## config.mk

```make
export PLATFORM = sky130hd
export DESIGN_NAME = dsp_pwm_top
export DESIGN_NICKNAME = d
export VERILOG_FILES = /design/src/inc/dsp_pkg.sv /design/src/inc/dsp_tmr_if.sv /design/src/dsp_prescaler.sv /design/src/dsp_pwm_top.sv /design/src/dsp_wave_chan.sv
export SDC_FILE = /design/constraint.sdc
export NUM_CORES = 1
export LEC_CHECK = 0
export BUFFER_PORTS_ARGS = -buffer_cell sky130_fd_sc_hd__buf_2
export CORE_MARGIN = 10
export CORE_UTILIZATION = 50
export CTS_BUF_LIST = sky130_fd_sc_hd__clkbuf_4 sky130_fd_sc_hd__clkbuf_8 sky130_fd_sc_hd__clkbuf_16
export DETAILED_ROUTE_END_ITERATION = 8
export PLACE_DENSITY = 0.74
export SYNTH_ARGS = -nofsm -noshare
export SYNTH_HDL_FRONTEND = slang
export SYNTH_HIERARCHICAL = 1
export SYNTH_SLANG_ARGS = --single-unit
```

## constraint.sdc

```tcl
create_clock -name ref_clk -period 13.7 [get_ports ref_clk]
set_clock_uncertainty 0.15 [all_clocks]
set_input_delay 0 -clock ref_clk [delete_from_list [all_inputs] [get_ports ref_clk]]
set_output_delay 0 -clock ref_clk [all_outputs]
set_load 0.02 [all_outputs]
```

## src/inc/dsp_pkg.sv

```systemverilog
`default_nettype none
package dsp_pkg;
  // ---------------------------------------------------------------
  // Register map
  // ---------------------------------------------------------------
  localparam logic [7:0] ADDR_CTRL_A = 8'h80;
  localparam logic [7:0] ADDR_CTRL_B = 8'h81;
  localparam logic [7:0] ADDR_CNT_L  = 8'h84;
  localparam logic [7:0] ADDR_CNT_H  = 8'h85;
  localparam logic [7:0] ADDR_CAP_L  = 8'h86;
  localparam logic [7:0] ADDR_CAP_H  = 8'h87;
  localparam logic [7:0] ADDR_CMPA_L = 8'h88;
  localparam logic [7:0] ADDR_CMPA_H = 8'h89;
  localparam logic [7:0] ADDR_CMPB_L = 8'h8A;
  localparam logic [7:0] ADDR_CMPB_H = 8'h8B;
  localparam logic [7:0] ADDR_FLAGS  = 8'h8C;
  localparam logic [7:0] ADDR_PINDIR = 8'h8D;
  // ---------------------------------------------------------------
  // Fields and reset values
  // ---------------------------------------------------------------
  localparam int         CA_ACT_A_LSB  = 6;
  localparam int         CA_ACT_B_LSB  = 4;
  localparam int         CA_WSEL_LSB   = 0;
  localparam int         CB_WSEL_LSB   = 3;
  localparam int         CB_CLKSEL_LSB = 0;
  localparam logic [7:0] CTRL_A_MASK   = 8'hF3;
  localparam logic [7:0] CTRL_B_MASK   = 8'h1F;
  localparam logic [7:0] CTRL_RST      = 8'h00;
  localparam logic [15:0] WORD_RST     = 16'h0000;
  localparam int         FLAG_OVF      = 0;
  localparam int         FLAG_CMPA     = 1;
  localparam int         FLAG_CMPB     = 2;
  localparam int         FLAG_CAP      = 3;
  // ---------------------------------------------------------------
  // Counter limits, modes and actions
  // ---------------------------------------------------------------
  localparam logic [15:0] CNT_BOTTOM = 16'h0000;
  localparam logic [15:0] CNT_MAX    = 16'hFFFF;
  localparam logic [15:0] TOP_8BIT   = 16'h00FF;
  localparam logic [15:0] TOP_9BIT   = 16'h01FF;
  localparam logic [15:0] TOP_10BIT  = 16'h03FF;
  localparam logic [1:0] ACT_OFF    = 2'h0;
  localparam logic [1:0] ACT_TOGGLE = 2'h1;
  localparam logic [1:0] ACT_CLEAR  = 2'h2;
  localparam logic [1:0] ACT_SET    = 2'h3;
  localparam logic [9:0] DIV8_MASK    = 10'h007;
  localparam logic [9:0] DIV64_MASK   = 10'h03F;
  localparam logic [9:0] DIV256_MASK  = 10'h0FF;
  localparam logic [9:0] DIV1024_MASK = 10'h3FF;
  typedef enum logic [2:0]
  {
    MODE_NORMAL = 3'b000,
    MODE_CTC    = 3'b001,
    MODE_FAST   = 3'b010,
    MODE_PC     = 3'b011,
    MODE_PFC    = 3'b100
  } dsp_mode_e;
endpackage
`default_nettype wire

```

## src/inc/dsp_tmr_if.sv

```systemverilog
`default_nettype none
interface dsp_tmr_if;
  logic              tick;
  logic [15:0]       cnt;
  logic [15:0]       top;
  dsp_pkg::dsp_mode_e mode;
  logic [3:0]        wsel;
  logic              dirUp;
  logic              atTop;
  modport timer (output tick, cnt, top, mode, wsel, dirUp, atTop);
  modport chan (input tick, cnt, top, mode, wsel, dirUp, atTop);
endinterface
`default_nettype wire

```

## src/dsp_prescaler.sv

```systemverilog
`default_nettype none
module dsp_prescaler (
  input  wire logic       ref_clk,
  input  wire logic       nrst,
  input  wire logic       ce,
  input  wire logic [2:0] clkSel,
  output logic            tick
);
  logic [9:0] pre_r;
  logic [9:0] pre_nxt;

  always_comb
  begin
    pre_nxt = pre_r + 10'h001;
    case (clkSel)
      3'h1:    tick = 1'b1;
      3'h2:    tick = (pre_r & dsp_pkg::DIV8_MASK) == dsp_pkg::DIV8_MASK;
      3'h3:    tick = (pre_r & dsp_pkg::DIV64_MASK) == dsp_pkg::DIV64_MASK;
      3'h4:    tick = (pre_r & dsp_pkg::DIV256_MASK)
                      == dsp_pkg::DIV256_MASK;
      3'h5:    tick = pre_r == dsp_pkg::DIV1024_MASK;
      default: tick = 1'b0;
    endcase
  end

  always_ff @(posedge ref_clk or negedge nrst)
  begin
    if (!nrst)
      pre_r <= 10'h000;
    else if (ce)
      pre_r <= pre_nxt;
  end
endmodule
`default_nettype wire

```

## src/dsp_pwm_top.sv

```systemverilog
// Functional notes
// - Dual slope: count zero to TOP and back.
// - Mode 8 TOP capture, mode 9 compare A.
// - Counter holds TOP one timer tick.
// - Counter equal compare value sets match flag.
// - Buffered compares load with overflow, except phase correct loads at TOP.
// - TOP source flag set on reaching TOP.
// - Compare above TOP never matches.
// - Action 2 non-inverted, 3 inverted PWM.
// - Output flips on up and down matches.
// - Non-inverting clears up, sets down.
// - Pin driven only when direction is output.
// - Dual slope: compare BOTTOM low, TOP high, non-inverted.
// - Mode 9 action 1 toggles A.
// - Divider 1, 8, 64, 256, 1024 selectable.
// - Everything on I/O clock, tick enables.
// - Control A: A 7:6, B 5:4, mode 1:0.
// - Nonzero action overrides pin port function, except a toggle the mode disallows.
// - Non-PWM: off, toggle, clear, set.
// - Fast PWM toggle only A, modes 14/15.
// - Fast PWM clear or set, BOTTOM opposite.
// - Upper mode bits live in control B.
//
// Added by the designer: strobed register access.
`default_nettype none
module dsp_pwm_top (
  input  wire logic       ref_clk,
  input  wire logic       nrst,
  input  wire logic       ce,
  input  wire logic [7:0] addr,
  input  wire logic [7:0] wrData,
  input  wire logic       wrEn,
  input  wire logic       rdEn,
  output logic [7:0]      rdData,
  output logic            waveformOutputA,
  output logic            waveformOutputAOe,
  output logic            waveformOutputB,
  output logic            waveformOutputBOe
);
  // ---------------------------------------------------------------
  // State
  // ---------------------------------------------------------------
  logic [7:0]  ctrlA_r;
  logic [7:0]  ctrlA_nxt;
  logic [7:0]  ctrlB_r;
  logic [7:0]  ctrlB_nxt;
  logic [15:0] cnt_r;
  logic [15:0] cnt_nxt;
  logic        up_r;
  logic        up_nxt;
  logic [15:0] capTop_r;
  logic [15:0] capTop_nxt;
  logic [15:0] bufA_r;
  logic [15:0] bufA_nxt;
  logic [15:0] bufB_r;
  logic [15:0] bufB_nxt;
  logic [15:0] actA_r;
  logic [15:0] actA_nxt;
  logic [15:0] actB_r;
  logic [15:0] actB_nxt;
  logic [3:0]  flags_r;
  logic [3:0]  flags_nxt;
  logic [1:0]  pinDir_r;
  logic [1:0]  pinDir_nxt;
  logic [7:0]  tmp_r;
  logic [7:0]  tmp_nxt;
  logic [7:0]  rdData_r;
  logic [7:0]  rdData_nxt;

  // ---------------------------------------------------------------
  // Mode decode
  // ---------------------------------------------------------------
  logic [3:0]         wsel;
  dsp_pkg::dsp_mode_e mode;
  logic [15:0]        topVal;
  logic               capIsTop;
  logic               aIsTop;
  logic               dual;
  logic               atTop;
  logic               atBot;
  logic               pastTop;
  logic               dirUp;
  logic               tick;
  logic               updNow;
  logic               matchA;
  logic               matchB;
  logic [3:0]         setEv;
  logic [3:0]         clrEv;

  assign wsel = {ctrlB_r[dsp_pkg::CB_WSEL_LSB +: 2],
                 ctrlA_r[dsp_pkg::CA_WSEL_LSB +: 2]};

  always_comb
  begin
    mode = dsp_pkg::MODE_NORMAL;
    topVal = dsp_pkg::CNT_MAX;
    capIsTop = 1'b0;
    aIsTop = 1'b0;
    case (wsel)
      4'h1, 4'h2, 4'h3:
      begin
        mode = dsp_pkg::MODE_PC;
        topVal = wsel[1] ? (wsel[0] ? dsp_pkg::TOP_10BIT
                                    : dsp_pkg::TOP_9BIT)
                         : dsp_pkg::TOP_8BIT;
      end
      4'h5, 4'h6, 4'h7:
      begin
        mode = dsp_pkg::MODE_FAST;
        topVal = wsel[1] ? (wsel[0] ? dsp_pkg::TOP_10BIT
                                    : dsp_pkg::TOP_9BIT)
                         : dsp_pkg::TOP_8BIT;
      end
      4'h4, 4'hC:
      begin
        mode = dsp_pkg::MODE_CTC;
        capIsTop = wsel[3];
        aIsTop = ~wsel[3];
      end
      4'h8, 4'h9:
      begin
        mode = dsp_pkg::MODE_PFC;
        capIsTop = ~wsel[0];
        aIsTop = wsel[0];
      end
      4'hA, 4'hB:
      begin
        mode = dsp_pkg::MODE_PC;
        capIsTop = ~wsel[0];
        aIsTop = wsel[0];
      end
      4'hE, 4'hF:
      begin
        mode = dsp_pkg::MODE_FAST;
        capIsTop = ~wsel[0];
        aIsTop = wsel[0];
      end
      default:
      begin
        mode = dsp_pkg::MODE_NORMAL;
      end
    endcase
    if (capIsTop)
      topVal = capTop_r;
    else if (aIsTop)
      topVal = actA_r;
    dual = (mode == dsp_pkg::MODE_PC) || (mode == dsp_pkg::MODE_PFC);
    atTop = cnt_r == topVal;
    atBot = cnt_r == dsp_pkg::CNT_BOTTOM;
    // A lowered TOP must not let the rising slope run away to MAX.
    pastTop = cnt_r >= topVal;
    if (!dual)
      dirUp = 1'b1;
    else if (atBot)
      dirUp = 1'b1;
    else if (pastTop)
      dirUp = 1'b0;
    else
      dirUp = up_r;
    case (mode)
      dsp_pkg::MODE_PFC:  updNow = tick && atBot;
      dsp_pkg::MODE_PC:   updNow = tick && atTop;
      dsp_pkg::MODE_FAST: updNow = tick && atTop;
      default:            updNow = 1'b1;
    endcase
  end

  // ---------------------------------------------------------------
  // Timer clock and channels
  // ---------------------------------------------------------------
  dsp_tmr_if tmrIf ();

  assign tmrIf.tick = tick;
  assign tmrIf.cnt = cnt_r;
  assign tmrIf.top = topVal;
  assign tmrIf.mode = mode;
  assign tmrIf.wsel = wsel;
  assign tmrIf.dirUp = dirUp;
  assign tmrIf.atTop = atTop;

  dsp_prescaler uPre (
    .ref_clk (ref_clk),
    .nrst    (nrst),
    .ce      (ce),
    .clkSel  (ctrlB_r[dsp_pkg::CB_CLKSEL_LSB +: 3]),
    .tick    (tick)
  );

  dsp_wave_chan #(
    .IS_A (1'b1)
  ) uChanA (
    .ref_clk (ref_clk),
    .nrst    (nrst),
    .ce      (ce),
    .tb      (tmrIf.chan),
    .action  (ctrlA_r[dsp_pkg::CA_ACT_A_LSB +: 2]),
    .cmp     (actA_r),
    .pinDir  (pinDir_r[0]),
    .match   (matchA),
    .pin     (waveformOutputA),
    .pinOe   (waveformOutputAOe)
  );

  dsp_wave_chan #(
    .IS_A (1'b0)
  ) uChanB (
    .ref_clk (ref_clk),
    .nrst    (nrst),
    .ce      (ce),
    .tb      (tmrIf.chan),
    .action  (ctrlA_r[dsp_pkg::CA_ACT_B_LSB +: 2]),
    .cmp     (actB_r),
    .pinDir  (pinDir_r[1]),
    .match   (matchB),
    .pin     (waveformOutputB),
    .pinOe   (waveformOutputBOe)
  );

  // ---------------------------------------------------------------
  // Next state
  // ---------------------------------------------------------------
  always_comb
  begin
    ctrlA_nxt = ctrlA_r;
    ctrlB_nxt = ctrlB_r;
    cnt_nxt = cnt_r;
    up_nxt = up_r;
    capTop_nxt = capTop_r;
    bufA_nxt = bufA_r;
    bufB_nxt = bufB_r;
    pinDir_nxt = pinDir_r;
    tmp_nxt = tmp_r;
    rdData_nxt = 8'h00;
    clrEv = 4'h0;
    // The timer clock only enables counting; all state sits on ref_clk.
    if (tick)
    begin
      if (dual)
      begin
        if (dirUp)
        begin
          up_nxt = 1'b1;
          cnt_nxt = cnt_r + 16'h0001;
        end
        else
        begin
          up_nxt = 1'b0;
          cnt_nxt = cnt_r - 16'h0001;
        end
      end
      else if (atTop)
      begin
        up_nxt = 1'b1;
        cnt_nxt = dsp_pkg::CNT_BOTTOM;
      end
      else
      begin
        up_nxt = 1'b1;
        cnt_nxt = cnt_r + 16'h0001;
      end
    end
    // A high byte waits in the shared temporary until its low byte.
    if (wrEn)
    begin
      case (addr)
        dsp_pkg::ADDR_CTRL_A: ctrlA_nxt = wrData & dsp_pkg::CTRL_A_MASK;
        dsp_pkg::ADDR_CTRL_B: ctrlB_nxt = wrData & dsp_pkg::CTRL_B_MASK;
        dsp_pkg::ADDR_CNT_H,
        dsp_pkg::ADDR_CAP_H,
        dsp_pkg::ADDR_CMPA_H,
        dsp_pkg::ADDR_CMPB_H: tmp_nxt = wrData;
        dsp_pkg::ADDR_CNT_L:  cnt_nxt = {tmp_r, wrData};
        dsp_pkg::ADDR_CAP_L:  capTop_nxt = {tmp_r, wrData};
        dsp_pkg::ADDR_CMPA_L: bufA_nxt = {tmp_r, wrData};
        dsp_pkg::ADDR_CMPB_L: bufB_nxt = {tmp_r, wrData};
        dsp_pkg::ADDR_FLAGS:  clrEv = wrData[3:0];
        dsp_pkg::ADDR_PINDIR: pinDir_nxt = wrData[1:0];
        default:              clrEv = 4'h0;
      endcase
    end
    if (rdEn)
    begin
      case (addr)
        dsp_pkg::ADDR_CTRL_A: rdData_nxt = ctrlA_r;
        dsp_pkg::ADDR_CTRL_B: rdData_nxt = ctrlB_r;
        dsp_pkg::ADDR_CNT_L:
        begin
          rdData_nxt = cnt_r[7:0];
          tmp_nxt = cnt_r[15:8];
        end
        dsp_pkg::ADDR_CAP_L:
        begin
          rdData_nxt = capTop_r[7:0];
          tmp_nxt = capTop_r[15:8];
        end
        dsp_pkg::ADDR_CMPA_L:
        begin
          rdData_nxt = bufA_r[7:0];
          tmp_nxt = bufA_r[15:8];
        end
        dsp_pkg::ADDR_CMPB_L:
        begin
          rdData_nxt = bufB_r[7:0];
          tmp_nxt = bufB_r[15:8];
        end
        dsp_pkg::ADDR_CNT_H,
        dsp_pkg::ADDR_CAP_H,
        dsp_pkg::ADDR_CMPA_H,
        dsp_pkg::ADDR_CMPB_H: rdData_nxt = tmp_r;
        dsp_pkg::ADDR_FLAGS:  rdData_nxt = {4'h0, flags_r};
        dsp_pkg::ADDR_PINDIR: rdData_nxt = {6'h00, pinDir_r};
        default:              rdData_nxt = 8'h00;
      endcase
    end
    // Buffers load at the mode's update point; immediate modes follow.
    actA_nxt = updNow ? bufA_nxt : actA_r;
    actB_nxt = updNow ? bufB_nxt : actB_r;
    setEv[dsp_pkg::FLAG_OVF] = tick
      && (dual ? atBot
               : (mode == dsp_pkg::MODE_FAST) ? atTop
                                              : cnt_r == dsp_pkg::CNT_MAX);
    setEv[dsp_pkg::FLAG_CMPA] = matchA
      || (tick && atTop && aIsTop);
    setEv[dsp_pkg::FLAG_CMPB] = matchB;
    setEv[dsp_pkg::FLAG_CAP] = tick && atTop && capIsTop;
    // An event in the clearing cycle survives the write of one.
    flags_nxt = (flags_r & ~clrEv) | setEv;
  end

  always_ff @(posedge ref_clk or negedge nrst)
  begin
    if (!nrst)
    begin
      ctrlA_r <= dsp_pkg::CTRL_RST;
      ctrlB_r <= dsp_pkg::CTRL_RST;
      cnt_r <= dsp_pkg::WORD_RST;
      up_r <= 1'b1;
      capTop_r <= dsp_pkg::WORD_RST;
      bufA_r <= dsp_pkg::WORD_RST;
      bufB_r <= dsp_pkg::WORD_RST;
      actA_r <= dsp_pkg::WORD_RST;
      actB_r <= dsp_pkg::WORD_RST;
      flags_r <= 4'h0;
      pinDir_r <= 2'h0;
      tmp_r <= 8'h00;
      rdData_r <= 8'h00;
    end
    else if (ce)
    begin
      ctrlA_r <= ctrlA_nxt;
      ctrlB_r <= ctrlB_nxt;
      cnt_r <= cnt_nxt;
      up_r <= up_nxt;
      capTop_r <= capTop_nxt;
      bufA_r <= bufA_nxt;
      bufB_r <= bufB_nxt;
      actA_r <= actA_nxt;
      actB_r <= actB_nxt;
      flags_r <= flags_nxt;
      pinDir_r <= pinDir_nxt;
      tmp_r <= tmp_nxt;
      rdData_r <= rdData_nxt;
    end
  end

  assign rdData = rdData_r;
endmodule
`default_nettype wire

```

## src/dsp_wave_chan.sv

```systemverilog
`default_nettype none
module dsp_wave_chan #(
  parameter bit IS_A = 1'b0
) (
  input  wire logic        ref_clk,
  input  wire logic        nrst,
  input  wire logic        ce,
  dsp_tmr_if.chan          tb,
  input  wire logic [1:0]  action,
  input  wire logic [15:0] cmp,
  input  wire logic        pinDir,
  output logic             match,
  output logic             pin,
  output logic             pinOe
);
  logic wave_r;
  logic wave_nxt;
  logic pin_nxt;
  logic oe_nxt;
  logic togOk;
  logic conn;

  always_comb
  begin
    // A compare value above TOP never matches, even when the counter passes it.
    match = tb.tick && (tb.cnt == cmp) && (cmp <= tb.top);
    case (tb.mode)
      dsp_pkg::MODE_NORMAL, dsp_pkg::MODE_CTC: togOk = 1'b1;
      dsp_pkg::MODE_FAST: togOk = IS_A && (tb.wsel[3:1] == 3'h7);
      dsp_pkg::MODE_PC, dsp_pkg::MODE_PFC:
        togOk = IS_A && (tb.wsel[3] && tb.wsel[0]);
      default: togOk = 1'b0;
    endcase
    wave_nxt = wave_r;
    case (tb.mode)
      dsp_pkg::MODE_PC, dsp_pkg::MODE_PFC:
      begin
        if (match)
        begin
          case (action)
            dsp_pkg::ACT_TOGGLE: wave_nxt = togOk ? ~wave_r : wave_r;
            dsp_pkg::ACT_CLEAR:  wave_nxt = ~tb.dirUp;
            dsp_pkg::ACT_SET:    wave_nxt = tb.dirUp;
            default:             wave_nxt = wave_r;
          endcase
        end
      end
      dsp_pkg::MODE_FAST:
      begin
        if (match && action == dsp_pkg::ACT_TOGGLE && togOk)
          wave_nxt = ~wave_r;
        else if (match && action[1] && cmp != tb.top)
          wave_nxt = action[0];
        else if (tb.tick && tb.atTop && action[1])
          wave_nxt = ~action[0];
      end
      default:
      begin
        if (match)
        begin
          case (action)
            dsp_pkg::ACT_TOGGLE: wave_nxt = ~wave_r;
            dsp_pkg::ACT_CLEAR:  wave_nxt = 1'b0;
            dsp_pkg::ACT_SET:    wave_nxt = 1'b1;
            default:             wave_nxt = wave_r;
          endcase
        end
      end
    endcase
    // A toggle code that the mode does not allow leaves the pin to the port.
    conn = (action != dsp_pkg::ACT_OFF)
           && (action != dsp_pkg::ACT_TOGGLE || togOk);
    pin_nxt = conn && wave_nxt;
    oe_nxt = conn && pinDir;
  end

  always_ff @(posedge ref_clk or negedge nrst)
  begin
    if (!nrst)
    begin
      wave_r <= 1'b0;
      pin <= 1'b0;
      pinOe <= 1'b0;
    end
    else if (ce)
    begin
      wave_r <= wave_nxt;
      pin <= pin_nxt;
      pinOe <= oe_nxt;
    end
  end
endmodule
`default_nettype wire

```

==> out/qor.csv <==
stage,metric,value,unit
pwr,PD cells,103,nW/µm²
clocking,Worst-Skew Late Latency,0.44,ns
route,# DRC,0,
route,Pre-Repair DR Iteration Count,8,
critical_path,CP Cell Sequence,"clkinv_1, nor2_1, nand3_1, o21ai_0, ha_1, nand4_1, or3_1, o32a_1, a21oi_4, inv_2, nand2b_1, a31oi_1, or3_1, a31oi_1, a2111oi_0, a22oi_1",
final_layout,most frequent cells in the layout,"145 x dfrtp_1, 132 x mux2_2, 83 x nand2_1",
placed_design,Area after DPL,10600,µm²
timing,Tmin final,6.05,ns
route,final WL,33400,µm
floorplan,# IOs,33,
hold_path,hold path depth,3,
final_layout,"most common cell after layout, fill and taps aside",dfrtp_1,
synthesis,Mapped Nets,1170,
run,max_cap viols,0,
synthesis,Post-synth EDFFs,0,
critical_path,CP endpoint kind,flip-flop,
critical_path,R2R Setup Slk,7.65,ns
floorplan,CORE AREA,20200,µm²
pwr,LEAKAGE,5.21,nW
placed_design,PortBufs,32,
hold_path,Worst Hold Path EP,rdData[0]$_DFFE_PN0P_,
critical_path,data arrival time of the worst path,6.18,ns
global_routing,initial antenna violation count,1,
clocking,Resize count post-CTS,0,
synthesis,Mapped Cells,1097,
clocking,CTS HTree Levels,4,
critical_path,WP data required,13.82,ns
synthesis,Most used DFF post-synth,dfrtp_1,
global_routing,vias in the first global route,9005,
critical_path,R2R depth,16,
timing,setup repair after global routing missed its margin,false,
synthesis,Seq cells post-synth,146,
floorplan,Std-Cell Rows,52,
pwr,total power,1.16,mW
final_layout,Final Cell Area,11300,µm²
timing,f_max,165,MHz
critical_path,reg-to-reg startpoint,ctrlB_r[3]$_DFFE_PN0P_,
hold_path,worst min path class,in -> reg,
final_layout,fin cells,1392,
timing,worst rel slew slack,0.208,
clocking,CTS sink cnt,146,
critical_path,Setup CP Type,reg -> reg,
placed_design,gpl congestion,1.00,
synthesis,syn avg cell area,9.37,µm²
pwr,VDD IR-drop max,0.000109,V
route,vias per inst,6.51,
hold_path,Hold Crit Start,rdEn,
clocking,CTS tree,built,
timing,Final WS setup,7.65,ns
clocking,CTS max path bufs,2,
final_layout,Syn-to-layout area delta,10.3,%
synthesis,Mapped Area,10300,µm²
synthesis,post-synthesis sequential area ratio,0.356,
synthesis,Netlist cell types,85,
critical_path,"slowest stage delay, CP",0.88,ns
clocking,CTS root buf,clkbuf_16,
placed_design,Post-DP HPWL,24100,µm
synthesis,Ys Warns,6,
final_layout,# fillers,1789,
route,drt first-iter violations,1289,
critical_path,worst reg2reg path endpoint,uChanB/wave_r$_DFFE_PN0P_,
clocking,# Post-CTS Setup Buffers,0,
clocking,CTS buffer count,17,
placed_design,placed cell count,1350,
final_layout,Final Net Count,1182,
route,drt wl/cell,24.0,µm
floorplan,Die Span X,163,µm
final_layout,# diodes,0,
global_routing,first-pass GRT wire length,52400,µm
timing,number of setup violations in the final report,0,
floorplan,die height,163,µm
timing,worst slew pin tran,1.18,ns
placed_design,dpl ws,7.85,ns
route,via count,9066,
critical_path,CP Launch Type,flip-flop,
timing,"Hold Vio Cnt, Final",0,
global_routing,gr usage total,0.251,
critical_path,Worst path slowest cell,nor2_1,
clocking,"Clk pin slew, worst setup/hold paths",0.08,ns
global_routing,pin count of the biggest net entering global routing,89,
critical_path,CP max FO,19,
clocking,# hold bufs at CTS,10,
timing,final worst-path cycle share,0.442,
floorplan,die area,26700,µm²
timing,setup TNS,0,ns
status,status,"complete, no violations",
floorplan,initial core utilization,0.508,
route,Routed Antenna Nets,0,
final_layout,layout cells sized above 1,0.205,
synthesis,ys async rst share,1.00,
timing,Slew Limit Fails,0,
global_routing,grt ovf,0,
-- area by class of cell --
class	count	area (µm²)	share of cell area
Timing Repair Buffer	51	334	0.0295
Sequential cell	146	3650	0.322
Multi-Input combinational cell	818	6120	0.540
Clock inverter	15	188	0.0166
Clock buffer	17	425	0.0375
Tap cell	270	338	0.0298
Inverter	75	282	0.0248
-- cell usage after synthesis, types with 10 or more instances --
| cell | number | area [µm²] |
|---|---|---|
| dfrtp_1 | 145 | 3630 |
| mux2_2 | 132 | 1490 |
| nand2_1 | 83 | 312 |
| inv_1 | 73 | 274 |
| a21oi_1 | 58 | 290 |
| nor2_1 | 56 | 210 |
| ha_1 | 52 | 651 |
| o21ai_0 | 52 | 260 |
| clkbuf_1 | 38 | 143 |
| xnor2_1 | 33 | 289 |
| nand3_1 | 32 | 160 |
| a22oi_1 | 31 | 233 |
| nand4_1 | 20 | 125 |
| nand2b_1 | 15 | 93.8 |
| or3_1 | 15 | 93.8 |
| a22o_1 | 14 | 123 |
| o22ai_1 | 14 | 87.6 |
| a21o_1 | 13 | 97.6 |
| nor2b_1 | 13 | 81.3 |
| nor3_1 | 13 | 65.1 |
| xor2_1 | 13 | 114 |
| nor4_1 | 12 | 75.1 |
| a211oi_1 | 11 | 82.6 |
| and3_1 | 10 | 62.6 |
-- cell families after synthesis --
| kind of cell | count (synthesis) | share of synthesized area |
|---|---|---|
| xor gates and xnor gates | 46 | 0.0392 |
| buffers and inverters | 133 | 0.0501 |
| DFF | 146 | 0.356 |
| and+or+nand+nor | 310 | 0.160 |
| AOI/OAI and AO/OA | 269 | 0.178 |
| adders and majority gates | 52 | 0.0633 |
| muxes | 141 | 0.153 |
-- report_power, final --
| group | switching (mW) | total (mW) | internal, mW |
|---|---|---|---|
| Sequential | 0.0368 | 0.488 | 0.451 |
| Combinational | 0.108 | 0.182 | 0.0738 |
| Clock | 0.231 | 0.495 | 0.264 |
| Total | 0.376 | 1.16 | 0.788 |
-- worst max-delay path, delay by kind of cell, from the launching register on --
family / cells / cell delay [ns]
AOI/OAI and AO/OA: 7 / 2.34
and+or+nand+nor: 6 / 2.11
adders and majority gates: 1 / 0.21
buffers and inverters: 2 / 0.54
DFF: 1 / 0.53
-- through the flow --
stage | util | hold slack (ns)
finish | 0.560 | 0.0169
global route | 0.560 | 0.0766
CTS | 0.560 | 0.0230
detailed placement | 0.525 | -0.0120
global placement | 0.525 | -0.0210
floorplan | - | -0.446
-- state kept, by name (all words and copies together) (netlist names), 6 cells and up --
name        cells
ctrlA_r         6
bufB_r         16
bufA_r         16
uPre/pre_r     10
cnt_r          16
capTop_r       16
rdData          8
actB_r         16
tmp_r           8
actA_r         16
-- metal layers --
metal,part of all wire,track usage,vias up,wire length [µm]
li1,-,-,4067,-
met1,0.43,0.340,4399,14500
met2,0.44,0.383,509,14800
met3,0.088,0.0554,89,2940
met4,0.035,0.101,2,1170
met5,0.00057,0,-,19
-- how the worst max path moves through the flow --
stage | slack, ns | from | to | cells after the start
after global placement | 8.06 | ctrlB_r[3]$_DFFE_PN0P_ | uChanB/wave_r$_DFFE_PN0P_ | 16
after detailed placement | 7.85 | ctrlB_r[3]$_DFFE_PN0P_ | uChanB/wave_r$_DFFE_PN0P_ | 16
after floorplan | 8.88 | ctrlB_r[3]$_DFFE_PN0P_ | uChanB/wave_r$_DFFE_PN0P_ | 20
after global routing | 7.14 | ctrlB_r[3]$_DFFE_PN0P_ | uChanB/wave_r$_DFFE_PN0P_ | 16
final | 7.65 | ctrlB_r[3]$_DFFE_PN0P_ | uChanB/wave_r$_DFFE_PN0P_ | 16
after CTS | 7.85 | ctrlB_r[3]$_DFFE_PN0P_ | uChanB/wave_r$_DFFE_PN0P_ | 16
No activity file was read; power rests on OpenSTA's default activity.
